[src/rtl/vme_irq_pkg.sv]
package vme_irq_pkg;
    // Register byte offsets on the Avalon-MM slave
    localparam logic [7:0] OFS_IVEC    = 8'h00; // interrupter_vector_reg
    localparam logic [7:0] OFS_VEN     = 8'h04; // vme_irq_enable
    localparam logic [7:0] OFS_VSTAT   = 8'h08; // vme_irq_status
    localparam logic [7:0] OFS_VMAP    = 8'h0C; // local line to VMEbus level map
    localparam logic [7:0] OFS_PEN     = 8'h10; // pci_irq_enable
    localparam logic [7:0] OFS_PSTAT   = 8'h14; // pci_irq_status
    localparam logic [7:0] OFS_PMAP    = 8'h18; // pci_level_mapping
    localparam logic [7:0] OFS_PMISC   = 8'h1C; // misc source to PCI line map
    localparam logic [7:0] OFS_MCTL    = 8'h20; // master_control
    localparam logic [7:0] OFS_AMERR   = 8'h24; // am_error_log
    localparam logic [7:0] OFS_ERRADR  = 8'h28; // master error address log
    localparam logic [7:0] OFS_LVEC    = 8'h40; // level vectors at base plus 4 * level
    // Field positions
    localparam int SOFT_BASE  = 7;   // per_level_soft_irq level l at bit SOFT_BASE+l
    localparam int PS_SYSFAIL = 8;
    localparam int PS_ACFAIL  = 9;
    localparam int PS_SOFTACK = 10;
    localparam int PS_BERR    = 11;
    localparam int MCTL_SYSCON = 2;
    localparam int LVEC_ERR   = 8;
    localparam int MAP_W      = 3;
    // Reset values
    localparam logic [31:0] RST_ZERO = 32'h0000_0000;
    localparam logic [6:0]  RST_IVEC = 7'h7F;
    // Command code logged for an acknowledge cycle
    localparam logic [1:0]  CMD_ACK_CYCLE_ERROR_FLAG = 2'h3;
endpackage

[src/rtl/vme_pci_interrupt_channel.sv]
// Implementation choices: the Avalon-MM interface to the registers and the address map.
`timescale 1ns/1ps
// Summary of operation
// - Common 8-bit vector, upper seven programmable
// - Vector bit zero clear for software source
// - Software source answers its level first
// - Soft acknowledge event after software vector
// - Software interrupt released on acknowledge
// - Other interrupts held until status cleared
// - Active local line keeps status set
// - Enabled local lines raise VMEbus interrupt
// - Watch levels and fail lines, no acknowledge
// - Enabled level requests master at level
// - Interrupt channel wins shared master
// - First detected level acknowledged first
// - Forward to PCI only after acknowledge
// - Vector stored per acknowledged level
// - No reacknowledge until status cleared
// - Mapped PCI output until status cleared
// - Bus error logs and error event
// - Failed fetch still completes with flag
// - Soft level bits drive same level
// - Answer only own level with daisy chain
// - Mapping zero never drives a level
module vme_pci_interrupt_channel #(
    parameter int NUM_LINES = 8
) (
    input  wire logic        clk,
    input  wire logic        rst,
    input  wire logic [7:0]  address,
    input  wire logic        read,
    input  wire logic        write,
    input  wire logic [31:0] writedata,
    input  wire logic [3:0]  byteenable,
    output logic      [31:0] readdata,
    output logic             waitrequest,
    input  wire logic [7:0]  localIrqLines,
    input  wire logic [7:1]  vmeIrqIn,
    input  wire logic        sysfailIn,
    input  wire logic        acfailIn,
    input  wire logic        iackDecoded,
    input  wire logic [2:0]  iackLevelIn,
    input  wire logic        iackinN,
    output logic      [7:1]  vmeIrqOut,
    output logic      [7:0]  vectorOut,
    output logic             vectorStrobe,
    input  wire logic        targetReq,
    input  wire logic        dmaReq,
    output logic             grantTarget,
    output logic             grantDma,
    output logic             masterReq,
    output logic      [1:0]  busReqLevel,
    output logic             iackStart,
    output logic      [2:0]  iackLevelOut,
    input  wire logic        iackDone,
    input  wire logic        iackBerr,
    input  wire logic [7:0]  iackVectorIn,
    output logic      [7:0]  pciIrqOut
);
    initial begin
        if (NUM_LINES != 8) $error("NUM_LINES must be 8");
    end

    typedef enum logic [1:0] {H_IDLE, H_WAIT, H_ACK_CYCLE_ERROR_FLAG} hstate_e;

    logic [6:0]  ivec_q;
    logic [14:0] vEn_q;
    logic [14:0] vStat_q;
    logic [23:0] vMap_q;
    logic [11:0] pEn_q;
    logic [11:0] pStat_q;
    logic [23:0] pMap_q;
    logic [11:0] pMisc_q;
    logic [2:0]  mctl_q;
    logic        amErr_q;
    logic [4:0]  errAdr_q;
    logic [8:0]  lvec_q [1:7];
    logic [21:0] sync1_q;
    logic [21:0] sync2_q;
    logic        iackPrev_q;
    logic        ack_q;
    logic [31:0] readdata_q;
    logic [7:1]  vmeIrqOut_q;
    logic [7:0]  vectorOut_q;
    logic        vectorStrobe_q;
    logic [2:0]  respLvl_q;
    logic        grantTarget_q;
    logic        grantDma_q;
    logic        grantIrq_q;
    logic        masterReq_q;
    logic        iackStart_q;
    logic [2:0]  curLevel_q;
    logic [7:0]  pciIrqOut_q;
    hstate_e     hstate_q;

    logic [7:0]  localSync;
    logic [7:1]  vmeIrqSync;
    logic        sysfailSync;
    logic        acfailSync;
    logic        iackSync;
    logic        iackinNSync;
    logic [2:0]  iackLvlSync;
    logic        wrAck;
    logic [31:0] wMask;
    logic        iackHit;
    logic        softHit;
    logic        softAckEv;
    logic        hDone;
    logic [7:1]  eligible;

    // Byte enables to a bit mask for partial writes
    function automatic logic [31:0] laneMask(input logic [3:0] be);
        return {{8{be[3]}}, {8{be[2]}}, {8{be[1]}}, {8{be[0]}}};
    endfunction

    // Highest set bit of a level vector, zero when none
    function automatic logic [2:0] topLevel(input logic [7:1] lv);
        logic [2:0] r;
        r = 3'h0;
        for (int l = 1; l <= 7; l++) begin
            if (lv[l]) r = 3'(l);
        end
        return r;
    endfunction

    // Pins cross in two flops; only the second stage is read
    always_ff @(posedge clk or posedge rst) begin
        if (rst) begin
            sync1_q <= 22'h0;
            sync2_q <= 22'h0;
        end else begin
            sync1_q <= {iackLevelIn, iackinN, iackDecoded, acfailIn, sysfailIn,
                        vmeIrqIn, localIrqLines};
            sync2_q <= sync1_q;
        end
    end

    assign localSync   = sync2_q[7:0];
    assign vmeIrqSync  = sync2_q[14:8];
    assign sysfailSync = sync2_q[15];
    assign acfailSync  = sync2_q[16];
    assign iackSync    = sync2_q[17];
    assign iackinNSync = sync2_q[18];
    assign iackLvlSync = sync2_q[21:19];
    assign wrAck       = write && ack_q;
    assign wMask       = writedata & laneMask(byteenable);

    // Bus answer: waitrequest drops for one cycle, one cycle after request
    always_ff @(posedge clk or posedge rst) begin
        if (rst) begin
            ack_q <= 1'b0;
        end else begin
            ack_q <= (read || write) && !ack_q;
        end
    end

    // Read data registered in the answering cycle; unmapped reads zero
    always_ff @(posedge clk or posedge rst) begin
        if (rst) begin
            readdata_q <= vme_irq_pkg::RST_ZERO;
        end else begin
            readdata_q <= vme_irq_pkg::RST_ZERO;
            if (read && !ack_q) begin
                case (address)
                    vme_irq_pkg::OFS_IVEC:   readdata_q <= {24'h0, ivec_q, 1'b0};
                    vme_irq_pkg::OFS_VEN:    readdata_q <= {17'h0, vEn_q};
                    vme_irq_pkg::OFS_VSTAT:  readdata_q <= {17'h0, vStat_q};
                    vme_irq_pkg::OFS_VMAP:   readdata_q <= {8'h0, vMap_q};
                    vme_irq_pkg::OFS_PEN:    readdata_q <= {20'h0, pEn_q};
                    vme_irq_pkg::OFS_PSTAT:  readdata_q <= {20'h0, pStat_q};
                    vme_irq_pkg::OFS_PMAP:   readdata_q <= {8'h0, pMap_q};
                    vme_irq_pkg::OFS_PMISC:  readdata_q <= {20'h0, pMisc_q};
                    vme_irq_pkg::OFS_MCTL:   readdata_q <= {29'h0, mctl_q};
                    vme_irq_pkg::OFS_AMERR:  readdata_q <= {31'h0, amErr_q};
                    vme_irq_pkg::OFS_ERRADR: readdata_q <= {27'h0, errAdr_q};
                    default: begin
                        for (int l = 1; l <= 7; l++) begin
                            if (address == vme_irq_pkg::OFS_LVEC + 8'(4 * l))
                                readdata_q <= {23'h0, lvec_q[l]};
                        end
                    end
                endcase
            end
        end
    end

    // Plain read/write configuration registers
    always_ff @(posedge clk or posedge rst) begin
        if (rst) begin
            ivec_q  <= vme_irq_pkg::RST_IVEC;
            vEn_q   <= 15'h0;
            vMap_q  <= 24'h0;
            pEn_q   <= 12'h0;
            pMap_q  <= 24'h0;
            pMisc_q <= 12'h0;
            mctl_q  <= 3'h0;
        end else if (wrAck) begin
            case (address)
                vme_irq_pkg::OFS_IVEC:  ivec_q  <= wMask[7:1];
                vme_irq_pkg::OFS_VEN:   vEn_q   <= wMask[14:0];
                vme_irq_pkg::OFS_VMAP:  vMap_q  <= wMask[23:0];
                vme_irq_pkg::OFS_PEN:   pEn_q   <= wMask[11:0];
                vme_irq_pkg::OFS_PMAP:  pMap_q  <= wMask[23:0];
                vme_irq_pkg::OFS_PMISC: pMisc_q <= wMask[11:0];
                vme_irq_pkg::OFS_MCTL:  mctl_q  <= wMask[2:0];
                default: ;
            endcase
        end
    end

    // Interrupter acknowledge decode on the synchronised cycle start
    // own level and daisy chain
    assign iackHit   = iackSync && !iackPrev_q && (iackLvlSync != 3'h0)
                       && vmeIrqOut_q[iackLvlSync]
                       && (mctl_q[vme_irq_pkg::MCTL_SYSCON] || !iackinNSync);
    assign softHit   = vStat_q[vme_irq_pkg::SOFT_BASE + int'(iackLvlSync)];
    assign softAckEv = iackHit && softHit;

    // VMEbus interrupt status: set beats software clear
    always_ff @(posedge clk or posedge rst) begin
        if (rst) begin
            vStat_q    <= 15'h0;
            iackPrev_q <= 1'b0;
        end else begin
            iackPrev_q <= iackSync;
            for (int i = 0; i < 8; i++) begin
                // RORA clear, held while line active
                if (wrAck && address == vme_irq_pkg::OFS_VSTAT && wMask[i])
                    vStat_q[i] <= 1'b0;
                if (localSync[i] && vEn_q[i])
                    vStat_q[i] <= 1'b1;
            end
            for (int l = 1; l <= 7; l++) begin
                if (softAckEv && int'(iackLvlSync) == l)
                    vStat_q[vme_irq_pkg::SOFT_BASE + l] <= 1'b0;
                // Rising write of the soft bit triggers one interrupt
                if (wrAck && address == vme_irq_pkg::OFS_VEN
                    && wMask[vme_irq_pkg::SOFT_BASE + l]
                    && !vEn_q[vme_irq_pkg::SOFT_BASE + l])
                    vStat_q[vme_irq_pkg::SOFT_BASE + l] <= 1'b1;
            end
        end
    end

    // Level drive, one cycle behind status; a soft acknowledge drops its level in the same cycle unless a local status mapped there holds it
    always_ff @(posedge clk or posedge rst) begin
        if (rst) begin
            vmeIrqOut_q <= 7'h0;
        end else begin
            for (int l = 1; l <= 7; l++) begin
                vmeIrqOut_q[l] <= vStat_q[vme_irq_pkg::SOFT_BASE + l]
                                  && !(softAckEv && int'(iackLvlSync) == l);
                // map zero never matches a level
                for (int i = 0; i < 8; i++) begin
                    if (vStat_q[i] && vMap_q[i*3 +: 3] == 3'(l))
                        vmeIrqOut_q[l] <= 1'b1;
                end
            end
        end
    end

    // Vector answer to the VMEbus handler
    always_ff @(posedge clk or posedge rst) begin
        if (rst) begin
            vectorOut_q    <= 8'h0;
            vectorStrobe_q <= 1'b0;
            respLvl_q      <= 3'h0;
        end else begin
            vectorStrobe_q <= iackHit;
            if (iackHit) begin
                // common vector, bit zero marks source
                vectorOut_q <= {ivec_q, !softHit};
                respLvl_q   <= iackLvlSync;
            end
        end
    end

    // Shared master arbiter; owner keeps it until its request drops
    always_ff @(posedge clk or posedge rst) begin
        if (rst) begin
            grantTarget_q <= 1'b0;
            grantDma_q    <= 1'b0;
            grantIrq_q    <= 1'b0;
        end else if (!grantTarget_q && !grantDma_q && !grantIrq_q) begin
            grantIrq_q    <= masterReq_q;
            grantDma_q    <= !masterReq_q && dmaReq;
            grantTarget_q <= !masterReq_q && !dmaReq && targetReq;
        end else begin
            grantIrq_q    <= grantIrq_q && masterReq_q;
            grantDma_q    <= grantDma_q && dmaReq;
            grantTarget_q <= grantTarget_q && targetReq;
        end
    end

    // enabled, not yet serviced levels only
    assign eligible = vmeIrqSync & pEn_q[7:1] & ~pStat_q[7:1];
    assign hDone    = (hstate_q == H_ACK_CYCLE_ERROR_FLAG) && iackDone;

    // Handler sequence: latch a level, win the master, run the cycle
    always_ff @(posedge clk or posedge rst) begin
        if (rst) begin
            hstate_q    <= H_IDLE;
            masterReq_q <= 1'b0;
            iackStart_q <= 1'b0;
            curLevel_q  <= 3'h0;
        end else begin
            iackStart_q <= 1'b0;
            case (hstate_q)
                H_IDLE: begin
                    if (|eligible) begin
                        curLevel_q  <= topLevel(eligible);
                        masterReq_q <= 1'b1;
                        hstate_q    <= H_WAIT;
                    end
                end
                H_WAIT: begin
                    if (grantIrq_q) begin
                        iackStart_q <= 1'b1;
                        hstate_q    <= H_ACK_CYCLE_ERROR_FLAG;
                    end
                end
                H_ACK_CYCLE_ERROR_FLAG: begin
                    if (iackDone) begin
                        masterReq_q <= 1'b0;
                        hstate_q    <= H_IDLE;
                    end
                end
                default: hstate_q <= H_IDLE;
            endcase
        end
    end

    // Stored vectors and error logs on cycle completion
    always_ff @(posedge clk or posedge rst) begin
        if (rst) begin
            for (int l = 1; l <= 7; l++) lvec_q[l] <= 9'h0;
            amErr_q  <= 1'b0;
            errAdr_q <= 5'h0;
        end else begin
            if (wrAck && address == vme_irq_pkg::OFS_AMERR && wMask[0])
                amErr_q <= 1'b0;
            if (hDone) begin
                // store per level with error flag
                lvec_q[curLevel_q] <= {iackBerr, iackVectorIn};
                if (iackBerr) begin
                    amErr_q  <= 1'b1;
                    errAdr_q <= {vme_irq_pkg::CMD_ACK_CYCLE_ERROR_FLAG, curLevel_q};
                end
            end
        end
    end

    // PCI status: hardware set wins over write-one clear
    always_ff @(posedge clk or posedge rst) begin
        if (rst) begin
            pStat_q <= 12'h0;
        end else begin
            if (wrAck && address == vme_irq_pkg::OFS_PSTAT)
                pStat_q <= pStat_q & ~wMask[11:0];
            if (hDone)
                pStat_q[curLevel_q] <= 1'b1;
            if (hDone && iackBerr)
                pStat_q[vme_irq_pkg::PS_BERR] <= 1'b1;
            if (softAckEv)
                pStat_q[vme_irq_pkg::PS_SOFTACK] <= 1'b1;
            if (sysfailSync && pEn_q[vme_irq_pkg::PS_SYSFAIL])
                pStat_q[vme_irq_pkg::PS_SYSFAIL] <= 1'b1;
            if (acfailSync && pEn_q[vme_irq_pkg::PS_ACFAIL])
                pStat_q[vme_irq_pkg::PS_ACFAIL] <= 1'b1;
        end
    end

    // Mapped PCI outputs; an enabled status bit drives its chosen line
    always_ff @(posedge clk or posedge rst) begin
        if (rst) begin
            pciIrqOut_q <= 8'h0;
        end else begin
            pciIrqOut_q <= 8'h0;
            for (int s = 1; s <= 11; s++) begin
                if (pStat_q[s] && pEn_q[s]) begin
                    if (s <= 7)
                        pciIrqOut_q[pMap_q[s*3 +: 3]] <= 1'b1;
                    else
                        pciIrqOut_q[pMisc_q[(s-8)*3 +: 3]] <= 1'b1;
                end
            end
        end
    end

    assign readdata     = readdata_q;
    assign waitrequest  = !ack_q;
    assign vmeIrqOut    = vmeIrqOut_q;
    assign vectorOut    = vectorOut_q;
    assign vectorStrobe = vectorStrobe_q;
    assign grantTarget  = grantTarget_q;
    assign grantDma     = grantDma_q;
    assign masterReq    = masterReq_q;
    assign busReqLevel  = mctl_q[1:0];
    assign iackStart    = iackStart_q;
    assign iackLevelOut = curLevel_q;
    assign pciIrqOut    = pciIrqOut_q;

    chk_vector_upper: assert property (@(posedge clk) disable iff (rst)
        vectorStrobe_q |-> vectorOut_q[7:1] == $past(ivec_q))
        else $error("vector upper bits differ from programmed value");
    chk_soft_lsb: assert property (@(posedge clk) disable iff (rst)
        vectorStrobe_q && !vectorOut_q[0] |-> pStat_q[vme_irq_pkg::PS_SOFTACK]
        && !vStat_q[vme_irq_pkg::SOFT_BASE + int'(respLvl_q)])
        else $error("software vector answered but soft status still set");
    chk_roak_release: assert property (@(posedge clk) disable iff (rst)
        softAckEv |=> pStat_q[vme_irq_pkg::PS_SOFTACK] ##1
        !vmeIrqOut_q[respLvl_q] || vStat_q[7:0] != 8'h0)
        else $error("software level not released after acknowledge");
    chk_local_raise: assert property (@(posedge clk) disable iff (rst)
        (|(localSync & vEn_q[7:0])) |=> (|vStat_q[7:0]))
        else $error("enabled local line did not set status");
    chk_fwd_after_ack_cycle_error_flag: assert property (@(posedge clk) disable iff (rst)
        $rose(|pStat_q[7:1]) |-> $past(hDone))
        else $error("level event without completed acknowledge");
    chk_no_reack: assert property (@(posedge clk) disable iff (rst)
        iackStart_q |-> !pStat_q[curLevel_q] && curLevel_q != 3'h0)
        else $error("acknowledge started on serviced level");
    chk_irq_priority: assert property (@(posedge clk) disable iff (rst)
        masterReq_q && !grantTarget_q && !grantDma_q && !grantIrq_q |=> grantIrq_q)
        else $error("free master not given to interrupt channel");
    chk_berr_logs: assert property (@(posedge clk) disable iff (rst)
        hDone && iackBerr |=> amErr_q && pStat_q[vme_irq_pkg::PS_BERR]
        && pStat_q[$past(curLevel_q)] && lvec_q[$past(curLevel_q)][vme_irq_pkg::LVEC_ERR])
        else $error("acknowledge bus error not logged");
    cov_soft_ack: cover property (@(posedge clk) disable iff (rst) softAckEv);
    cov_ack_cycle_error_flag_ok: cover property (@(posedge clk) disable iff (rst) hDone && !iackBerr);
    cov_ack_cycle_error_flag_err: cover property (@(posedge clk) disable iff (rst) hDone && iackBerr);
    cov_pci_out: cover property (@(posedge clk) disable iff (rst) |pciIrqOut_q);
endmodule

[config.mk]
export PLATFORM = sky130hd
export DESIGN_NAME = vme_pci_interrupt_channel
export DESIGN_NICKNAME = d
export VERILOG_FILES = /design/src/rtl/vme_irq_pkg.sv /design/src/rtl/vme_pci_interrupt_channel.sv
export SDC_FILE = /design/constraint.sdc
export NUM_CORES = 1
export LEC_CHECK = 0
export BUFFER_PORTS_ARGS = -buffer_cell sky130_fd_sc_hd__buf_4
export CORE_UTILIZATION = 55
export DETAILED_ROUTE_END_ITERATION = 10
export GPL_ROUTABILITY_DRIVEN = 0
export PLACE_DENSITY = 0.73
export SYNTH_ARGS = -nofsm -noshare
export SYNTH_HDL_FRONTEND = slang
export SYNTH_SLANG_ARGS = --single-unit
[constraint.sdc]
create_clock -name clk -period 34.7 [get_ports clk]
set_input_delay 8.675 -clock clk [delete_from_list [all_inputs] [get_ports clk]]
set_output_delay 8.675 -clock clk [all_outputs]
set_load 0.1 [all_outputs]
==> flow_summary.json <==
{
  "cts_buffer_depth": 3,
  "clock_skew_ns": 0.00891,
  "dpl.hpwl_mm": 27.0,
  "cts_resized": 0,
  "arrival_ns": 11.61,
  "post_synth_num_cell_types": 76,
  "synth_edf_count": 0,
  "initial_core_util_pct": 56.8,
  "gr-total-overflow": 0,
  "grt_pass1_vias": 10800,
  "clkSinkCount": 296,
  "critical_path_peak_fanout": 48,
  "syn_area_sq_um": 14000,
  "io_buffer_count": 130,
  "diodes": 0,
  "drc": 0,
  "synth_warnings": 0,
  "dieArea_sq_um": 26100,
  "synth_area_per_cell_sq_um": 10.4,
  "ys_seq_elements": 296,
  "period_needed_ns": 11.20,
  "fin_nets": 1510,
  "die_x_um": 161,
  "end_kind": "flip-flop",
  "drv_slew": 0,
  "ir_worst_vdd_uv": 50.6,
  "utilization_pct": 65.7,
  "drv_cap": 0,
  "ctsHoldBuffers": 0,
  "core_sq_um": 24600,
  "cts_root_buffer": "clkbuf_16",
  "clk_pin_slew_ns": 0.06,
  "crit_chain": "buf_4, or4_1, nor3_4, nand2_2, nand2_1, o21ai_0",
  "cts_buffers": 31,
  "clk_latency_ns": 0.57,
  "grt_max_degree": 165,
  "p_leak_nw": 7.23,
  "vias": 11300,
  "cts_tree": "done",
  "setup_viol": 0,
  "status": "complete, no violations",
  "routed_wl_mm": 38.7,
  "dr.pass1.iters": 6,
  "async_flop_share_pct": 100,
  "synth_flop_cell": "dfrtp_1",
  "io_pins": 148,
  "critPathTopFamily": "simple AND/OR/NAND/NOR gates",
  "max_freq_ghz": 0.0892,
  "cpMaxStageDelayCell": "nor3_4",
  "powerDensity_nw_per_um2": 53.2,
  "hold_violations": 0,
  "rows": 57,
  "drtAntennaViolNets": 0,
  "critical_path_class": "in -> reg",
  "worst_path_largest_cell_delay_ns": 0.76,
  "worstPathRequired_ns": 35.10,
  "drtIter0Drc": 1429,
  "post-cts-setup-buffers": 0,
  "grtUsageTotal_pct": 30.3,
  "drive_gt1_share_pct": 22.2,
  "grt_first_pass_wirelength_mm": 60.9,
  "rsz0062_at_grt": "false",
  "netlist_instances": 1340,
  "antenna_found_initial": 1,
  "critPathLaunchType": "input port",
  "ys_seq_area_share_pct": 53.0,
  "die_h_um": 161,
  "htreeDepth": 1,
  "routed_via_density": 6.36,
  "worst_pin_slew_ns": 1.05,
  "critPathBufInv": 1,
  "min_period_over_period_pct": 32.3,
  "hp-class": "reg -> reg",
  "post_drt_wl_per_cell_um": 21.9,
  "tns_ns": 0,
  "syn_to_final_growth_pct": 15.6,
  "relSlewSlack_pct": 28.2
}
[kinds of logic (layout without fill, tap and decap cells)]
logic type                 after synthesis  after routing  synth area share, %
AOI/OAI and AO/OA                      312            312                 14.8
xor gates and xnor gates                 1              1               0.0626
adders and majority gates                5              5                0.447
buffers and inverters                  128            228                 4.18
DFF                                    296            296                 53.0
muxes                                  114            114                 9.62
other                                    1              8               0.0268
and+or+nand+nor                        483            483                 17.8
[cell usage in the layout, fill, tap and decap left out, drive strengths merged, types with 8 or more instances in the layout]
| cell | Yosys | layout |
|---|---|---|
| dfrtp | 289 | 289 |
| nand2 | 192 | 192 |
| o21ai | 142 | 142 |
| buf | 47 | 141 |
| mux2 | 83 | 83 |
| nor2 | 53 | 53 |
| nand3 | 51 | 51 |
| clkbuf | 51 | 35 |
| nor3 | 34 | 34 |
| inv | 30 | 32 |
| a22oi | 31 | 31 |
| nand3b | 25 | 25 |
| mux2i | 23 | 23 |
| a21oi | 22 | 22 |
| nor3b | 21 | 21 |
| nand2b | 21 | 21 |
| a22o | 15 | 15 |
| and3 | 15 | 15 |
| a31oi | 12 | 12 |
| nor4 | 12 | 12 |
| nor2b | 11 | 11 |
| nand4 | 11 | 11 |
| mux4 | 8 | 8 |
| o22ai | 8 | 8 |
| conb | 1 | 8 |
[layer usage]
metal | global-route usage (%) | wire length, um
met1 | 44.9 | 16200
met3 | 6.29 | 4240
met5 | 0 | 0
met4 | 9.78 | 1190
met2 | 44.8 | 17100
[path summary, 6_finish.rpt]
path	startpoint	to	slack (ns)	cells after the start
max	address[4]	vMap_q[19]$_DFFE_PP0P_	23.50	6
min	sync1_q[12]$_DFF_PP0_	sync2_q[12]$_DFF_PP0_	0.35	0
max reg2reg	sync2_q[19]$_DFF_PP0_	vmeIrqOut[4]$_DFF_PP0_	32.03	7
min reg2reg	sync1_q[12]$_DFF_PP0_	sync2_q[12]$_DFF_PP0_	0.35	0
max in group asynchronous	rst	sync1_q[16]$_DFF_PP0_	25.01	3
min in group asynchronous	rst	sync1_q[4]$_DFF_PP0_	8.31	2
[cells in the mapped netlist (22+ instances only)]
cell type,count,area [sq um]
a21oi_1,22,110
a22oi_1,31,233
buf_2,25,125
clkbuf_1,50,188
dfrtp_1,289,7230
inv_1,30,113
mux2_2,82,923
mux2i_1,23,230
nand2_1,190,713
nand3_1,51,255
nand3b_1,25,188
nor2_1,51,191
nor3_1,33,165
o21ai_0,111,556
o21ai_1,25,125
[cell type report]
type | instances | area [sq um]
fillers | 1929 | 8440
flip-flops and latches | 296 | 7420
multi-input cells | 923 | 6010
repair buffers | 141 | 1070
clock buffers | 35 | 821
well taps | 324 | 405
clock inverters | 22 | 319
inverters | 30 | 120
[per-stage QoR]
| stage | total power, mW | setup WS, ns | hold WS (ns) | instance area, sq um | instances |
|---|---|---|---|---|---|
| 6_report | 0.859 | 23.50 | 0.345 | 16200 | 1771 |
| 5_1_grt | 0.886 | 23.38 | 0.354 | 16200 | 1771 |
| 4_1_cts | 0.861 | 23.53 | 0.349 | 16200 | 1771 |
| 3_5_place_dp | 0.498 | 22.95 | 0.335 | 15000 | 1714 |
| 3_3_place_gp | 0.496 | 23.08 | 0.333 | 15000 | 1714 |
| 2_1_floorplan | 0.465 | 17.86 | 0.331 | 14000 | 1347 |
[power by group]
part | switching (mW) | internal, mW
logic | 0.0778 | 0.0317
clock network | 0.143 | 0.223
registers | 0.0196 | 0.364
[flip-flops by register name (all words and copies together), names as in the netlist, 15 cells and up]
name / count
vStat_q: 15
lvec_q: 63
pMap_q: 24
vEn_q: 15
sync1_q: 22
vMap_q: 24
sync2_q: 22
readdata: 24
(Power assumes the default switching activity.)
